### config.mk
export PLATFORM = sky130hd
export DESIGN_NAME = counter_array_mode_control
export DESIGN_NICKNAME = d
export VERILOG_FILES = /design/src/common/cnt_mode_pkg.sv /design/src/verilog/counter_array_mode_control.sv
export SDC_FILE = /design/constraint.sdc
export NUM_CORES = 1
export LEC_CHECK = 0
export CORE_ASPECT_RATIO = 0.75
export CORE_UTILIZATION = 55
export CTS_CLUSTER_DIAMETER = 50
export DETAILED_ROUTE_END_ITERATION = 6
export DONT_BUFFER_PORTS = 1
export PLACE_DENSITY = 0.7
export SYNTH_ARGS = -nofsm -noshare
export SYNTH_HDL_FRONTEND = slang
export SYNTH_SLANG_ARGS = --single-unit
### constraint.sdc
create_clock -name sys_clk_in -period 2.2 [get_ports sys_clk_in]
set_input_delay 0.66 -clock sys_clk_in [delete_from_list [all_inputs] [get_ports sys_clk_in]]
set_output_delay 0.66 -clock sys_clk_in [all_outputs]
set_load 0.1 [all_outputs]
### src/common/cnt_mode_pkg.sv
// package: register map, field positions, reset values and timebase codes
package cnt_mode_pkg;

    // register addresses
    localparam logic [7:0] COUNTER_MODE_ADDR = 8'hD9;
    localparam logic [7:0] PWM_CONFIGURATION_ADDR = 8'hF7;
    // our own registers: counter value low/high, irq status, irq mask
    localparam logic [7:0] COUNT_LO_ADDR = 8'hE9;
    localparam logic [7:0] COUNT_HI_ADDR = 8'hF9;
    localparam logic [7:0] IRQ_STATUS_ADDR = 8'hE0;
    localparam logic [7:0] IRQ_MASK_ADDR = 8'hE1;

    // counter_mode field positions
    localparam int IDLE_SUSPEND_BIT = 7;
    localparam int WDOG_ENABLE_BIT = 6;
    localparam int WDOG_LOCK_BIT = 5;
    localparam int UNUSED_MODE_BIT = 4;
    localparam int TIMEBASE_LSB = 1;
    localparam int OVF_IRQ_EN_BIT = 0;

    // reset values
    localparam logic [7:0] COUNTER_MODE_RESET = 8'h40;
    localparam logic [7:0] PWM_CONFIG_RESET = 8'h00;
    // unimplemented bit 4 in both registers
    localparam logic [7:0] MODE_WRITE_MASK = 8'hEF;
    localparam logic [7:0] PWM_WRITE_MASK = 8'hEF;

    // timebase select codes
    localparam logic [2:0] TB_DIV12 = 3'h0;
    localparam logic [2:0] TB_DIV4 = 3'h1;
    localparam logic [2:0] TB_TIMER0 = 3'h2;
    localparam logic [2:0] TB_EXT_FALL = 3'h3;
    localparam logic [2:0] TB_SYSCLK = 3'h4;
    localparam logic [2:0] TB_EXTOSC_DIV8 = 3'h5;

    // prescaler terminal counts
    localparam logic [3:0] DIV12_LAST = 4'hB;
    localparam logic [3:0] DIV4_LAST = 4'h3;
    localparam logic [2:0] EXT_DIV8_LAST = 3'h7;

    // interrupt status bit positions
    localparam int IRQ_OVF_BIT = 0;
    localparam int IRQ_WDOG_CHANGE_BIT = 1;
    localparam logic [7:0] IRQ_IMPL_MASK = 8'h03;

    // decoded counter_mode fields
    typedef struct packed {
        logic idle_suspend;
        logic wdog_enable;
        logic wdog_lock;
        logic unused;
        logic [2:0] timebase_select;
        logic overflow_irq_enable;
    } counter_mode_t;

    // register bus request
    typedef struct packed {
        logic [7:0] addr;
        logic [7:0] wdata;
        logic wr;
        logic rd;
    } reg_req_t;

endpackage

### src/verilog/counter_array_mode_control.sv
// counter array mode control: mode register, timebase, idle gating, overflow irq
//
// Added by the designer: the address-and-strobe port.
`timescale 1ns/10ps

// How it works
// - idle_suspend halts the counter while CPU idles
// - wdog_enable turns module 2 into watchdog
// - wdog_lock blocks disabling until next reset
// - timebase codes pick div12, div4, timer0, sysclk
// - code 011 counts external input falling edges
// - code 101 counts synchronised external oscillator/8
// - overflow_irq_enable gates overflow flag to interrupt
// - watchdog on freezes other mode bits
// - mode bit 4 reads zero, ignores writes
// - reset leaves watchdog enabled, others cleared
// - writing enable or lock sets watchdog on
// - wrap to zero sets flag; software clears
module counter_array_mode_control (
    // clock and reset
    input wire logic sys_clk_in,
    input wire logic reset_in,
    // register port
    input wire logic [7:0] reg_addr_in,
    input wire logic [7:0] reg_wdata_in,
    input wire logic reg_wr_in,
    input wire logic reg_rd_in,
    output logic [7:0] reg_rdata_out,
    // system status and count sources
    input wire logic cpu_idle_in,
    input wire logic counter_run_in,
    input wire logic overflow_flag_clear_in,
    input wire logic timer0_overflow_in,
    input wire logic external_count_input_in,
    input wire logic ext_osc_clk_in,
    // results
    output logic [15:0] count_value_out,
    output logic count_tick_out,
    output logic counter_overflow_flag_out,
    output logic counter_irq_out,
    output logic wdog_active_out,
    output logic [7:0] pwm_configuration_out,
    output logic irq_out
);

    // ---------------------------------------------------------------
    // register port decode
    // ---------------------------------------------------------------
    // strobes, address and data travel together as one bundle
    cnt_mode_pkg::reg_req_t req; // bundled bus request
    assign req = '{addr: reg_addr_in, wdata: reg_wdata_in, wr: reg_wr_in, rd: reg_rd_in};

    // address compares, one per mapped register
    wire sel_mode = (req.addr == cnt_mode_pkg::COUNTER_MODE_ADDR);
    wire sel_pwm = (req.addr == cnt_mode_pkg::PWM_CONFIGURATION_ADDR);
    wire sel_lo = (req.addr == cnt_mode_pkg::COUNT_LO_ADDR);
    wire sel_hi = (req.addr == cnt_mode_pkg::COUNT_HI_ADDR);
    wire sel_stat = (req.addr == cnt_mode_pkg::IRQ_STATUS_ADDR);
    wire sel_mask = (req.addr == cnt_mode_pkg::IRQ_MASK_ADDR);
    // qualified strobes; unmapped addresses fall through unseen,
    // so a stray write cannot disturb any register
    wire wr_mode = req.wr && sel_mode;
    wire wr_pwm = req.wr && sel_pwm;
    wire wr_mask = req.wr && sel_mask;
    wire rd_stat = req.rd && sel_stat;

    // ---------------------------------------------------------------
    // mode register
    // ---------------------------------------------------------------
    logic [7:0] mode_ff; // counter_mode storage
    logic [7:0] nxt_mode; // its next value
    cnt_mode_pkg::counter_mode_t mode; // field view
    assign mode = cnt_mode_pkg::counter_mode_t'(mode_ff);

    // written value with the unimplemented bit dropped
    // bit 4 ignored
    wire [7:0] wr_clean = req.wdata & cnt_mode_pkg::MODE_WRITE_MASK;
    wire wr_en_bit = wr_clean[cnt_mode_pkg::WDOG_ENABLE_BIT];
    wire wr_lock_bit = wr_clean[cnt_mode_pkg::WDOG_LOCK_BIT];
    // lock holds enable on; lock itself is sticky
    wire keep_on = mode.wdog_lock;
    // either bit written as one turns the watchdog on
    wire new_enable = wr_en_bit | wr_lock_bit | keep_on;
    // lock can only be set; a reset is its only clear
    wire new_lock = wr_lock_bit | mode.wdog_lock;

    // next mode value; frozen fields while watchdog runs
    always_comb begin
        // default: hold every bit
        nxt_mode = mode_ff;
        if (wr_mode) begin
            if (mode.wdog_enable) begin
                // only watchdog bits may move while enabled
                nxt_mode[cnt_mode_pkg::WDOG_ENABLE_BIT] = new_enable;
                nxt_mode[cnt_mode_pkg::WDOG_LOCK_BIT] = new_lock;
            end else begin
                // watchdog off: every writable bit may change
                // free write; enable/lock still obey set semantics
                nxt_mode = wr_clean;
                nxt_mode[cnt_mode_pkg::WDOG_ENABLE_BIT] = new_enable;
                nxt_mode[cnt_mode_pkg::WDOG_LOCK_BIT] = new_lock;
            end
        end
    end

    // mode register flop
    always_ff @(posedge sys_clk_in) begin
        if (reset_in) begin
            mode_ff <= cnt_mode_pkg::COUNTER_MODE_RESET;
        end else begin
            // take the filtered next value
            mode_ff <= nxt_mode;
        end
    end

    // pwm configuration: layout only, bit 4 reads zero
    logic [7:0] pwm_ff; // stored configuration
    // register view only; no pwm engine lives in this block
    always_ff @(posedge sys_clk_in) begin
        if (reset_in) begin
            pwm_ff <= cnt_mode_pkg::PWM_CONFIG_RESET;
        end else if (wr_pwm) begin
            // bit 4 is read-only and forced low
            pwm_ff <= req.wdata & cnt_mode_pkg::PWM_WRITE_MASK;
        end
    end

    // ---------------------------------------------------------------
    // external input and oscillator synchronisers
    // ---------------------------------------------------------------
    // count pin stages; the pin idles high
    logic eci_s1_ff; // first stage, read only by second
    logic eci_s2_ff; // synchronised level
    logic eci_s3_ff; // previous synchronised level
    // external oscillator stages; the oscillator idles low
    logic osc_s1_ff; // first stage, read only by second
    logic osc_s2_ff;
    logic osc_s3_ff;
    always_ff @(posedge sys_clk_in) begin
        if (reset_in) begin
            // each stage resets to its pin's idle level: no false edge
            eci_s1_ff <= 1'b1;
            eci_s2_ff <= 1'b1;
            eci_s3_ff <= 1'b1;
            osc_s1_ff <= 1'b0;
            osc_s2_ff <= 1'b0;
            osc_s3_ff <= 1'b0;
        end else begin
            // first stages feed only the second stages
            eci_s1_ff <= external_count_input_in;
            eci_s2_ff <= eci_s1_ff;
            eci_s3_ff <= eci_s2_ff;
            osc_s1_ff <= ext_osc_clk_in;
            osc_s2_ff <= osc_s1_ff;
            osc_s3_ff <= osc_s2_ff;
        end
    end
    // limitation: a pin pulse under one clock wide may be lost
    // falling edge from synchronised samples only
    wire eci_fall = eci_s3_ff & ~eci_s2_ff;
    // rising edge of the oscillator; osc must be under half sysclk
    wire osc_rise = osc_s2_ff & ~osc_s3_ff;

    // ---------------------------------------------------------------
    // prescalers
    // ---------------------------------------------------------------
    logic [3:0] pre_ff; // sysclk prescaler
    logic [2:0] osc_div_ff; // oscillator edge divider
    // one shared prescaler serves both divided system clock modes;
    // the >= compare stops a switch from div12 to div4 with a high
    // count running the 4-bit value round before the next tick
    wire pre_last = (mode.timebase_select == cnt_mode_pkg::TB_DIV4)
        ? (pre_ff >= cnt_mode_pkg::DIV4_LAST) : (pre_ff >= cnt_mode_pkg::DIV12_LAST);
    wire osc_last = osc_rise && (osc_div_ff == cnt_mode_pkg::EXT_DIV8_LAST);
    wire halted = mode.idle_suspend && cpu_idle_in;
    // counter_run_in is the run control held outside this block
    wire running = counter_run_in && !halted;

    // prescaler counting; shared wrap compare by mode
    always_ff @(posedge sys_clk_in) begin
        if (reset_in) begin
            // every divider starts from zero
            pre_ff <= 4'h0;
            osc_div_ff <= 3'h0;
        end else if (running) begin
            // a halted counter also freezes its dividers
            pre_ff <= pre_last ? 4'h0 : pre_ff + 4'h1;
            // divide synchronised oscillator edges by eight
            if (osc_rise) begin
                osc_div_ff <= osc_div_ff + 3'h1;
            end
        end
    end

    // ---------------------------------------------------------------
    // timebase selection
    // ---------------------------------------------------------------
    // only the selected source reaches the counter
    logic tick; // one-cycle count enable
    always_comb begin
        // select field decoded straight from the mode flop
        unique case (mode.timebase_select)
            cnt_mode_pkg::TB_DIV12: tick = pre_last;
            cnt_mode_pkg::TB_DIV4: tick = pre_last;
            cnt_mode_pkg::TB_TIMER0: tick = timer0_overflow_in;
            cnt_mode_pkg::TB_EXT_FALL: tick = eci_fall;
            cnt_mode_pkg::TB_SYSCLK: tick = 1'b1;
            cnt_mode_pkg::TB_EXTOSC_DIV8: tick = osc_last;
            default: tick = 1'b0;
        endcase
    end
    // the tick only counts while the array runs
    wire count_en = running && tick;

    // ---------------------------------------------------------------
    // counter and overflow flag
    // ---------------------------------------------------------------
    // the counter itself and its wrap detect
    logic [15:0] count_ff;
    logic ovf_ff;
    logic tick_ff;
    // wrap: an enabled tick at the top value
    wire wrap = count_en && (count_ff == 16'hFFFF);
    // counter, tick and overflow flag flops
    always_ff @(posedge sys_clk_in) begin
        if (reset_in) begin
            count_ff <= 16'h0000;
            ovf_ff <= 1'b0;
            tick_ff <= 1'b0;
        end else begin
            // tick output is registered with the increment: it rises in the same clock as the new count
            tick_ff <= count_en;
            // increment only on an enabled tick
            if (count_en) begin
                count_ff <= count_ff + 16'h0001;
            end
            // set on wrap beats software clear
            ovf_ff <= wrap | (ovf_ff & ~overflow_flag_clear_in);
        end
    end

    // ---------------------------------------------------------------
    // interrupt status and mask
    // ---------------------------------------------------------------
    logic [7:0] stat_ff;
    logic [7:0] mask_ff;
    // bit 0 counter wrap, bit 1 mode register changed by a write
    wire [7:0] events = {6'h00, (wr_mode && (nxt_mode != mode_ff)), wrap};
    // sticky events; read clears, new event wins
    always_ff @(posedge sys_clk_in) begin
        if (reset_in) begin
            stat_ff <= 8'h00;
            mask_ff <= 8'h00;
        end else begin
            // read clears first, then new events are or'd back in
            stat_ff <= events | (rd_stat ? 8'h00 : stat_ff);
            if (wr_mask) begin
                // mask keeps only the implemented bits
                mask_ff <= req.wdata & cnt_mode_pkg::IRQ_IMPL_MASK;
            end
        end
    end

    // ---------------------------------------------------------------
    // read data, one cycle after the strobe
    // ---------------------------------------------------------------
    // the same address compares steer the read mux
    wire [7:0] rd_mux = sel_mode ? mode_ff :
                        sel_pwm ? pwm_ff :
                        sel_lo ? count_ff[7:0] :
                        sel_hi ? count_ff[15:8] :
                        sel_stat ? stat_ff :
                        sel_mask ? mask_ff : 8'h00;
    logic [7:0] rdata_ff;
    always_ff @(posedge sys_clk_in) begin
        if (reset_in) begin
            rdata_ff <= 8'h00;
        end else begin
            // zero outside the answer cycle, so a stray sample is harmless
            rdata_ff <= req.rd ? rd_mux : 8'h00;
        end
    end

    // ---------------------------------------------------------------
    // outputs
    // ---------------------------------------------------------------
    assign reg_rdata_out = rdata_ff;
    assign count_value_out = count_ff;
    assign count_tick_out = tick_ff;
    assign counter_overflow_flag_out = ovf_ff;
    assign counter_irq_out = ovf_ff && mode.overflow_irq_enable;
    // module 2 acts as watchdog while enabled
    assign wdog_active_out = mode.wdog_enable;
    // configuration bits handed on to the pwm logic
    assign pwm_configuration_out = pwm_ff;
    // level request while any unmasked status bit stands
    assign irq_out = |(stat_ff & mask_ff);

endmodule

==> Word level (Yosys, flattened, before mapping) <==
Index checks and enable logic that the tools add are counted.
{ "word_totals": {"output_inout_bits": 37, "inputBits": 26, "wordCells": 78, "regBits": 64} }
{ "op_classes": {"order_cmp": 2, "n_reduce_logical": 17, "bitwise_logic": 13, "mux": 13, "add_sub_neg": 3, "eq_ne": 14} }
{ "ops": {"columns": ["op", "n"], "rows": [
  ["two-way mux 8 bit", 7],
  ["equality test 8 bit (second input constant)", 6],
  ["adder 16 x 1 -> 16 bit (second input constant)", 1],
  ["equality test 16 bit (second input constant)", 1],
  ["logical AND 1 bit", 11],
  ["equality test 3 bit (second input constant)", 3],
  ["AND 8 x 2 -> 8 bit", 1],
  ["inequality test 8 bit", 1],
  ["OR 2 x 8 -> 8 bit", 1],
  ["OR reduction 8 bit", 1],
  ["equality test 3 x 2 -> 1 bit (second input constant)", 2],
  ["two-way mux 5 bit", 1],
  ["one-hot mux 1 bit (5 select lines)", 1],
  ["adder 4 x 1 -> 4 bit (second input constant)", 1],
  ["greater-or-equal comparator 4 x 2 -> 1 bit (second input constant)", 1],
  ["greater-or-equal comparator 4 bit (second input constant)", 1],
  ["two-way mux 4 bit", 1],
  ["NOT 1 bit", 4],
  ["OR 1 bit", 4],
  ["OR reduction 2 bit", 2],
  ["adder 3 x 1 -> 3 bit (second input constant)", 1],
  ["AND 1 bit", 3],
  ["equality test 3 x 1 -> 1 bit (second input constant)", 1],
  ["logical NOT 3 bit", 1],
  ["4 further kinds", 5]
]} }

==> Depth between registers and ports, before layout <==
Gate-level depths: netlist of the first run.
{ "logic_depth": {"depth_word": 7, "mapped_depth": 9} }

==> Worst setup path before layout of the first run <==
OpenSTA, ideal clock, no wires.
{ "synth_path": {"kind": "register to output", "start": "register ovf_ff, in the netlist counter_overflow_flag_out", "end": "output counter_irq_out", "arrival_time_ns": 1.808, "slack_ns": -0.268, "n_path_buf": 0, "stages_incl_launch_ff": 2, "path_cell_list": "dfxtp_1 > and2_1"} }
{ "synth_between": {"elab_chain_cells": 1} }
{ "synth_lines": {"columns": ["item", "line", "text"], "rows": [
  ["from (decl)", "counter_array_mode_control.sv:220", "logic ovf_ff;"],
  ["from (signal assigned)", "counter_array_mode_control.sv:238", "ovf_ff <= wrap | (ovf_ff & ~overflow_flag_clear_in);"],
  ["logical AND 1 bit", "counter_array_mode_control.sv:291", "assign counter_irq_out = ovf_ff && mode.overflow_irq_enable;"],
  ["to (decl)", "counter_array_mode_control.sv:40", "output logic counter_irq_out,"]
]} }
Every way passes these cells.

==> Worst setup path after layout of the first run <==
{ "layout_path": {"start": "register osc_div_ff[0]", "end": "register count_ff[11], in the netlist count_value_out[11]"} }
{ "layout_between": {"elab_chain_cells": 4} }
{ "layout_lines": {"columns": ["item", "line", "text"], "rows": [
  ["from (decl)", "counter_array_mode_control.sv:168", "logic [2:0] osc_div_ff;"],
  ["from (signal assigned)", "counter_array_mode_control.sv:190", "osc_div_ff <= osc_div_ff + 3'h1;"],
  ["equality test 3 bit", "counter_array_mode_control.sv:174", "wire osc_last = osc_rise && (osc_div_ff == cnt_mode_pkg::EXT_DIV8_LAST);"],
  ["logical AND 1 bit", "counter_array_mode_control.sv:174", null],
  ["one-hot mux 1 bit (5 select lines)", "counter_array_mode_control.sv:202", "unique case (mode.timebase_select)"],
  ["logical AND 1 bit", "counter_array_mode_control.sv:213", "wire count_en = running && tick;"],
  ["to (signal assigned)", "counter_array_mode_control.sv:235", "count_ff <= count_ff + 16'h0001;"],
  ["to (decl)", "counter_array_mode_control.sv:219", "logic [15:0] count_ff;"]
]} }
Every way passes these cells.
A chain may end at the register's enable or synchronous reset.

==> results of run 1 <==
[repair_timing]
action / in CTS / in global routing
setup endpoints to repair: 2 / 13
setup buffers: 0 / 1
resized for setup: 1 / 2
pin swaps: 0 / 3
[worst max-delay path: stages, from the launching register on]
cell and delay (ns):
dfxtp_1 0.35, ha_1 0.15, ha_1 0.14, nand3b_1 0.12
a2111oi_4 0.39, buf_4 0.17, a22oi_1 0.17, or3_1 0.37
a21oi_1 0.15
[layer usage]
metal  global-route usage [%]  vias up  share of wire, %  wire, µm
met5                        0        -                 0         0
met4                     11.9        0               1.9       137
met3                     9.04       21               8.0       576
met2                     43.1      115                46      3340
met1                     34.9     1221                44      3150
li1                         -     1277                 -         -
[cells by family (layout without fill, tap and decap cells)]
kind of cell    Yosys count  in the layout  synth area share (%)
buf+inv                  21             71                  3.46
xor+xnor                  9              9                  2.80
other cells               1              1                 0.133
mux                      16             16                  5.77
fa+ha+maj                 4              4                  1.78
simple gates            144            144                  27.0
compound gates           74             74                  17.9
flops                    58             58                  41.2
[synth_stat cells, drive strengths merged (2+ instances only)]
| library cell | instances | area (µm²) |
|---|---|---|
| o31ai | 7 | 52.6 |
| nor3 | 2 | 10.0 |
| nor3b | 5 | 37.5 |
| nor2 | 26 | 100 |
| o221ai | 6 | 52.6 |
| nand3b | 6 | 45.0 |
| ha | 4 | 50.1 |
| or3 | 8 | 50.1 |
| or2 | 4 | 25.0 |
| and2 | 8 | 50.1 |
| mux2i | 14 | 140 |
| nand3 | 17 | 85.1 |
| and4b | 2 | 20.0 |
| nand2b | 3 | 18.8 |
| inv | 5 | 18.8 |
| o21ai | 14 | 70.1 |
| xnor2 | 5 | 43.8 |
| nor2b | 7 | 43.8 |
| mux2 | 2 | 22.5 |
| a21oi | 30 | 154 |
| or4 | 8 | 60.1 |
| buf | 6 | 41.3 |
| nand2 | 36 | 135 |
| a2111oi | 3 | 63.8 |
| a31oi | 3 | 18.8 |
| xor2 | 4 | 35.0 |
| a22oi | 2 | 15.0 |
| dfxtp | 58 | 1160 |
| clkbuf | 10 | 37.5 |
| a21boi | 2 | 15.0 |
| a31o | 2 | 17.5 |
| and3 | 6 | 37.5 |
| nand4 | 4 | 25.0 |
[registers in the layout, summed over array words and instances, names as in the netlist]
signal,count
pre_ff,4
count_value_out,16
eci_s2_ff,1
reg_rdata_out,8
mask_ff,2
pwm_configuration_out,7
count_tick_out,1
eci_s1_ff,1
eci_s3_ff,1
osc_s1_ff,1
osc_s2_ff,1
osc_s3_ff,1
osc_div_ff,3
stat_ff,2
counter_overflow_flag_out,1
mode,8
[path summary, 6_finish.rpt]
check | from | endpoint | depth (start not counted)
worst min-delay path | reset_in | count_value_out[9] | 1
worst max-delay path | osc_div_ff[0] | count_value_out[11] | 8
worst max register to register | osc_div_ff[0] | count_value_out[11] | 8
worst min register to register | eci_s1_ff | eci_s2_ff | 1
[layout make-up]
class,count,area [µm²],area share [%]
Sequential cell,58,1170,34.3
Tap cell,60,75.1,2.20
Timing Repair Buffer,53,410,12.0
Multi-Input combinational cell,248,1580,46.3
Clock buffer,13,159,4.66
Inverter,5,18.8,0.550
[metrics by stage]
stage | power, mW | setup slack [ns]
global placement | 1.16 | -0.0222
finish | 1.98 | 0.126
CTS | 2.00 | 0.0340
detailed placement | 1.16 | -0.0712
global route | 2.05 | 0.00477
floorplan | 1.16 | -0.0159
[report_power, final]
part	switching [mW]	internal (mW)	total, mW	leakage, nW
Sequential	0.00779	1.06	1.07	0.472
Clock	0.387	0.452	0.839	0.0815
Combinational	0.0422	0.0349	0.0770	0.720
Total	0.437	1.55	1.98	1.27
==> metrics.txt, run 1 <==
site row count 22; Peak supply drop 0.000443 V; Initial Util 57.5%; Hold Crit Class in -> reg; Setup crit start kind flop; Crit Path Max Fanout 6; Sink Count 58; Tightest Pin Transition 0.551 ns; Finished Layout Cells 437; normalized max-slew margin 63.2%; Boundary Pins 63; share of layout cells above drive strength 1 22.3%; 1st-iter DRT viols 298; Die Span Y 64.0 µm; post-synthesis cell type count 49; gpl congestion 0.925; core area 4900 µm²; final hold violation count 0; cell area after synthesis 2820 µm²; IO Port Bufs 0; Routed WL 7210 µm; Post-Syn Nets 357; Worst-path clk slew 0.07 ns; Pins Over Slew Limit 0; Post-synth EDFFs 0; NumNets Final 405; Avg Cell Area, Syn 8.62 µm²; status complete, but fails checks; initial antenna violation count 0; violated checks DRC; crit path DAT 2.34 ns; hold_ws 0.379 ns; Routed Antenna Nets 0; clock buffer depth 2; worst-skew pair later-pin latency 0.34 ns; dpl cells 423; chip width 84.7 µm; kind of critical path reg -> reg; Diodes inserted 0; Setup TNS Final 0 ns; drt first pass iters 7; f_max 482 MHz; Pleak 1.27 nW; CTS Hold Buffers Added 0; DP HPWL 5300 µm; Clk Tree Root Cell clkbuf_8; FF-to-FF setup slack 0.13 ns; gr usage total 27.6%; first-pass GRT wire length 11400 µm; total gr overflow 0; Setup violations, final 0; H-tree level count 3; number of global-route vias before repair 2378; period utilisation layout 94.3%; pin count of the biggest net entering global routing 53; Warnings, synthesis 0; Power Density 582 nW/µm²; synthesized flop and latch total 58; DRC violations left 2; Fill cells 423; Finished Cell Area 3410 µm²; DR WL/cell 16.5 µm; vias after detailed routing 2634; CTS tree yes; most frequent cells in the layout dfxtp_1 (52), buf_4 (52), nand2_1 (36); cts bufs inserted 9; Max-cap violations 0; Critical Path RT 2.47 ns; clk_skew 0.0157 ns; cell count after synthesis 327; Final min period 2.07 ns; Util after Layout 69.6%; RSZ-0062 raised after global routing no; area grow syn2layout 21.1%; Main synth FF type dfxtp_1; post-synthesis sequential area ratio 41.2%; Worst Setup End Kind flop; ys async rst share 0%; Placement Cell Area 3230 µm²; Via-to-Cell Ratio 6.03; die area 5420 µm²
(Power assumes the default switching activity.)
==> inputs of run 2 (changes only) <==
--- a/config.mk
+++ b/config.mk
@@ -6,6 +6,7 @@
 export NUM_CORES = 1
 export LEC_CHECK = 0
 export CORE_ASPECT_RATIO = 0.75
+export CORE_MARGIN = 1
 export CORE_UTILIZATION = 55
 export CTS_CLUSTER_DIAMETER = 50
 export DETAILED_ROUTE_END_ITERATION = 6
==> constraint.sdc (replaced) <==
create_clock -name sys_clk_in -period 2.2 [get_ports sys_clk_in]
set_input_delay 0.66 -clock sys_clk_in [delete_from_list [all_inputs] [get_ports sys_clk_in]]
set_output_delay 0.66 -clock sys_clk_in [all_outputs]
set_load 0.05 [all_outputs]
==> metrics.txt, run 2 (synthesis gave the netlist of run 1 again) <==
Die Span Y 64.0 µm (unchanged); vias after detailed routing 2538 (-3.6%); Initial Util 57.5% (unchanged); 1st-iter DRT viols 141 (-53%); Pleak 1.19 nW (-6.4%); Diodes inserted 0 (unchanged); Critical Path RT 2.46 ns (about the same); worst hold stages 1 (unchanged); Boundary Pins 63 (unchanged); die area 5420 µm² (unchanged); FF-to-FF setup slack 0.13 ns (about the same); postcts setup bufs 0 (unchanged); Placement Cell Area 3050 µm² (-5.3%); DRC violations left 0 (-2); H-tree level count 3 (unchanged); CTS Hold Buffers Added 0 (unchanged); Max-cap violations 0 (unchanged); status complete, no violations; total gr overflow 0 (unchanged); pin count of the biggest net entering global routing 53 (unchanged); number of global-route vias before repair 2339 (-1.6%); most common cell after layout, fill and taps aside dfxtp_1; Clk Tree Root Cell clkbuf_8; core area 4900 µm² (unchanged); drt first pass iters 7 (unchanged); Crit Path Max Fanout 16 (+10); most frequent cells in the layout dfxtp_1 (58), nand2_1 (36), buf_4 (32); Via-to-Cell Ratio 6.06 (+0.49%); RSZ-0062 raised after global routing no; normalized max-slew margin 55.0% (-8.2 points); Hold Crit Class in -> reg; clock buffer depth 2 (unchanged); gpl congestion 0.868 (-6.2%); period utilisation layout 94.3% (about the same); Final min period 2.07 ns (+0.00117 ns); DR WL/cell 16.6 µm (+0.43%); Finished Cell Area 3300 µm² (-3.2%); Routed WL 6940 µm (-3.7%); Hold Path End count_value_out[7]; worst-skew pair later-pin latency 0.33 ns (about the same); chip width 84.7 µm (unchanged); IO Port Bufs 0 (unchanged); Hold Crit Start reset_in; Worst-path clk slew 0.07 ns (about the same); final hold violation count 0 (unchanged); reg2reg start pre_ff[1]; cells on worst reg2reg path 6 (-2); Util after Layout 67.4% (-2.2 points); f_max 482 MHz (about the same); Peak supply drop 0.000559 V (+26%); Setup violations, final 0 (unchanged); NumNets Final 384 (-5.2%); Setup crit start kind flop; Sink Count 58 (unchanged); share of layout cells above drive strength 1 17.0% (-5.3 points); area grow syn2layout 17.2%; crit path DAT 2.33 ns (about the same); initial antenna violation count 0 (unchanged); clk_skew 0.0109 ns (-0.00486 ns); Worst Setup End Kind flop; site row count 22 (unchanged); post-cts sizing count 0 (-1); Fill cells 403 (-4.7%); max FFs per register 16 (unchanged); DP HPWL 5100 µm (-3.7%); CTS tree yes; Power Density 691 nW/µm² (+19%); gr usage total 27.1% (-0.48 points); Setup TNS Final 0 ns (unchanged); cts bufs inserted 9 (unchanged); worst r2r dst count_value_out[10]; first-pass GRT wire length 11300 µm (-0.37%); kind of critical path reg -> reg; Pins Over Slew Limit 0 (unchanged); Tightest Pin Transition 0.674 ns (+0.122 ns); Routed Antenna Nets 0 (unchanged)
[run 2: cell types whose count changed in the layout (fill, tap and decap cells not counted), moves of 2 or more]
cell and change:
dfxtp_1 +6, dfxtp_2 -6, clkbuf_1 -2, bufinv_16 +2, buf_4 -20
[run 2: critical path: stages, from the launching register on]
cell       delay [ns]
dfxtp_1          0.35
ha_2             0.23
o21ai_1          0.10
a2111oi_4        0.45
a21oi_4          0.18
or4_1            0.54
a21oi_1          0.15
[run 2: worst max-delay path by stage]
stage	from	to	slack, ns
after floorplan	counter_run_in	count_value_out[14]	0.02
after global placement	counter_run_in	count_value_out[3]	-0.01
after detailed placement	counter_run_in	count_value_out[12]	-0.04
after CTS	pre_ff[0]	count_value_out[13]	0.03
after global routing	pre_ff[1]	count_value_out[10]	0.006
final	pre_ff[1]	count_value_out[10]	0.13
[run 2: layout make-up]
| cell class | instances | area, µm² | area share (%) |
|---|---|---|---|
| Timing Repair Buffer | 32 | 240 | 7.28 |
| Clock buffer | 12 | 165 | 5.00 |
| Clock inverter | 4 | 72.6 | 2.20 |
| Multi-Input combinational cell | 248 | 1570 | 47.5 |
| Tap cell | 60 | 75.1 | 2.27 |
| Inverter | 5 | 18.8 | 0.568 |
| Sequential cell | 58 | 1160 | 35.2 |
[run 2: through the flow]
step                power, mW  cells  worst slack, ns  hold WS (ns)
floorplan                1.16    327           0.0160         0.389
global placement         1.16    403          -0.0114         0.392
detailed placement       1.16    403          -0.0362         0.398
CTS                      2.30    419           0.0301         0.380
global route             2.37    419          0.00550         0.371
finish                   2.28    419            0.125         0.391
[run 2: where the power goes]
| group | internal (mW) | switching (mW) | leakage (nW) |
|---|---|---|---|
| logic | 0.0353 | 0.0348 | 0.604 |
| clock network | 0.728 | 0.416 | 0.119 |
| registers | 1.06 | 0.00687 | 0.469 |
| total | 1.82 | 0.458 | 1.19 |
[run 2: layer usage]
| metal | routed length [µm] | GRT usage, % | part of all wire (%) | up-vias |
|---|---|---|---|---|
| met3 | 487 | 9.43 | 7.0 | 7 |
| met2 | 3200 | 42.5 | 46 | 94 |
| met4 | 63 | 8.69 | 0.91 | 0 |
| met5 | 0 | 0 | 0 | - |
| li1 | - | - | - | 1239 |
| met1 | 3180 | 35.0 | 46 | 1198 |
==> inputs of run 3 (changes only) <==
--- a/config.mk
+++ b/config.mk
@@ -5,13 +5,12 @@
 export SDC_FILE = /design/constraint.sdc
 export NUM_CORES = 1
 export LEC_CHECK = 0
-export CORE_ASPECT_RATIO = 0.75
 export CORE_MARGIN = 1
 export CORE_UTILIZATION = 55
 export CTS_CLUSTER_DIAMETER = 50
 export DETAILED_ROUTE_END_ITERATION = 6
 export DONT_BUFFER_PORTS = 1
-export PLACE_DENSITY = 0.7
+export PLACE_DENSITY = 0.67
 export SYNTH_ARGS = -nofsm -noshare
 export SYNTH_HDL_FRONTEND = slang
 export SYNTH_SLANG_ARGS = --single-unit
==> constraint.sdc (replaced) <==
create_clock -name sys_clk_in -period 2.3 [get_ports sys_clk_in]
set_input_delay 0.69 -clock sys_clk_in [delete_from_list [all_inputs] [get_ports sys_clk_in]]
set_output_delay 0.69 -clock sys_clk_in [all_outputs]
set_load 0.05 [all_outputs]
==> metrics.txt, run 3 (synthesis gave the netlist of run 1 again) <==
Fill cells 432 (+7.2%); initial antenna violation count 0 (unchanged); Routed WL 7020 µm (+1.2%); DP HPWL 5050 µm (-1.0%); Worst Setup End Kind flop; CTS tree yes; Final min period 2.15 ns (+0.0777 ns); Sink Count 58 (unchanged); FF-to-FF setup slack 0.15 ns (+0.02 ns); Pins Over Slew Limit 0 (unchanged); die area 5410 µm² (about the same); Util after Layout 66.4% (-0.95 points); first-pass GRT wire length 11200 µm (-1.4%); area grow syn2layout 13.6%; gpl congestion 0.846 (-2.5%); clk_skew 0.00814 ns (-0.00273 ns); CTS Hold Buffers Added 0 (unchanged); switching share of power 22.0% (+1.9 points); total gr overflow 0 (unchanged); most common cell after layout, fill and taps aside dfxtp_1; Hold Crit Class reg -> reg; sw power 428 µW (-6.5%); final hold violation count 0 (unchanged); number of global-route vias before repair 2358 (+0.81%); Crit Path Max Fanout 13 (-3); H-tree level count 3 (unchanged); period utilisation layout 93.6% (-0.72 points); Setup TNS Final 0 ns (unchanged); Finished Layout Cells 419 (unchanged); NumNets Final 377 (-1.8%); Power Density 609 nW/µm² (-12%); Setup crit start kind flop; site row count 25 (+14%); share of layout cells above drive strength 1 14.5% (-2.5 points); pin count of the biggest net entering global routing 53 (unchanged); gr usage total 28.1% (+1.1 points); status complete, no violations; Seq pwr share 52.4% (+5.6 points); RSZ-0062 raised after global routing no; Clk pwr share 44.3% (-5.9 points); cts bufs inserted 9 (unchanged); dpl cells 403 (unchanged); Diodes inserted 0 (unchanged); Tightest Pin Transition 0.678 ns (+0.00433 ns); Initial Util 58.5% (+0.99 points); Peak supply drop 0.000515 V (-7.9%); Finished Cell Area 3200 µm² (-3.1%); combinational power share 3.3% (+0.2 points); Clk Tree Root Cell clkbuf_8; Pint 1.52 mW (-17%); Worst-path clk slew 0.07 ns (about the same); 1st-iter DRT viols 186 (+32%); Boundary Pins 63 (unchanged); chip width 73.6 µm (-13%); Setup violations, final 0 (unchanged); clock buffer depth 2 (unchanged); Via-to-Cell Ratio 6.05 (about the same); Routed Antenna Nets 0 (unchanged); Die Span Y 73.6 µm (+15%); Critical Path RT 2.57 ns (+0.11 ns); IO Port Bufs 0 (unchanged); drt first pass iters 4 (-3); normalized max-slew margin 54.7% (-0.29 points); DRC violations left 0 (unchanged); Pleak 1.14 nW (-4.6%); kind of critical path reg -> reg; total power draw 1.95 mW (-15%); f_max 465 MHz (-3.6%); max FFs per register 16 (unchanged); DR WL/cell 16.8 µm (+1.2%); vias after detailed routing 2537 (-0.039%); Max-cap violations 0 (unchanged); worst-skew pair later-pin latency 0.34 ns (about the same); core area 4820 µm² (-1.7%); crit path DAT 2.42 ns (+0.09 ns); Placement Cell Area 3010 µm² (-1.4%); most frequent cells in the layout dfxtp_1 (58), nand2_1 (36), a21oi_1 (29)
==> run 3: final timing paths <==
check	from	end	cells after the start
hold / removal	eci_s1_ff	eci_s2_ff	1
hold reg to reg	eci_s1_ff	eci_s2_ff	1
setup reg to reg	pre_ff[0]	count_value_out[4]	7
setup / recovery	pre_ff[0]	count_value_out[4]	7
==> run 3: final cells by class <==
type	count	area [µm²]	area share, %
sequential	58	1160	36.3
clock buffer	14	173	5.39
clock inverter	2	10.0	0.313
timing repair buffer	25	188	5.86
tap	67	83.8	2.62
inverter	5	18.8	0.586
multi-input combinational	248	1570	48.9
==> run 3: stage by stage <==
step           hold slack, ns  worst slack [ns]
2_1_floorplan           0.389            0.0860
3_3_place_gp            0.394            0.0626
3_5_place_dp            0.395            0.0317
4_1_cts                 0.409             0.123
5_1_grt                 0.400            0.0305
6_report                0.408             0.148
==> run 3: layer usage <==
layer | vias up | GRT usage (%) | routed length, µm
met3 | 19 | 7.13 | 371
met1 | 1198 | 34.1 | 3090
met4 | 0 | 14.3 | 234
met5 | - | 0 | 0
li1 | 1226 | - | -
met2 | 94 | 46.1 | 3330
==> run 3: worst max-delay path, cell delays in order (launching register included) <==
cell	delay, ns
dfxtp_1	0.37
ha_1	0.28
o21ai_1	0.12
a2111oi_4	0.46
a21oi_4	0.17
buf_4	0.20
or3_1	0.34
a21oi_1	0.14
==> run 3: repair_timing <==
action	in CTS	in global routing
buffers inserted	0	0
gates resized for setup	0	1
setup endpoints to repair	0	2
==> run 3: power groups by stage <==
| stage | logic, mW | registers (mW) | clock network (mW) |
|---|---|---|---|
| finish | 0.0641 | 1.02 | 0.864 |
| global route | 0.0711 | 1.02 | 0.921 |
| CTS | 0.0640 | 1.02 | 0.876 |
| detailed placement | 0.0633 | 1.04 | 0 |
| global placement | 0.0625 | 1.04 | 0 |
| floorplan | 0.0666 | 1.04 | 0 |
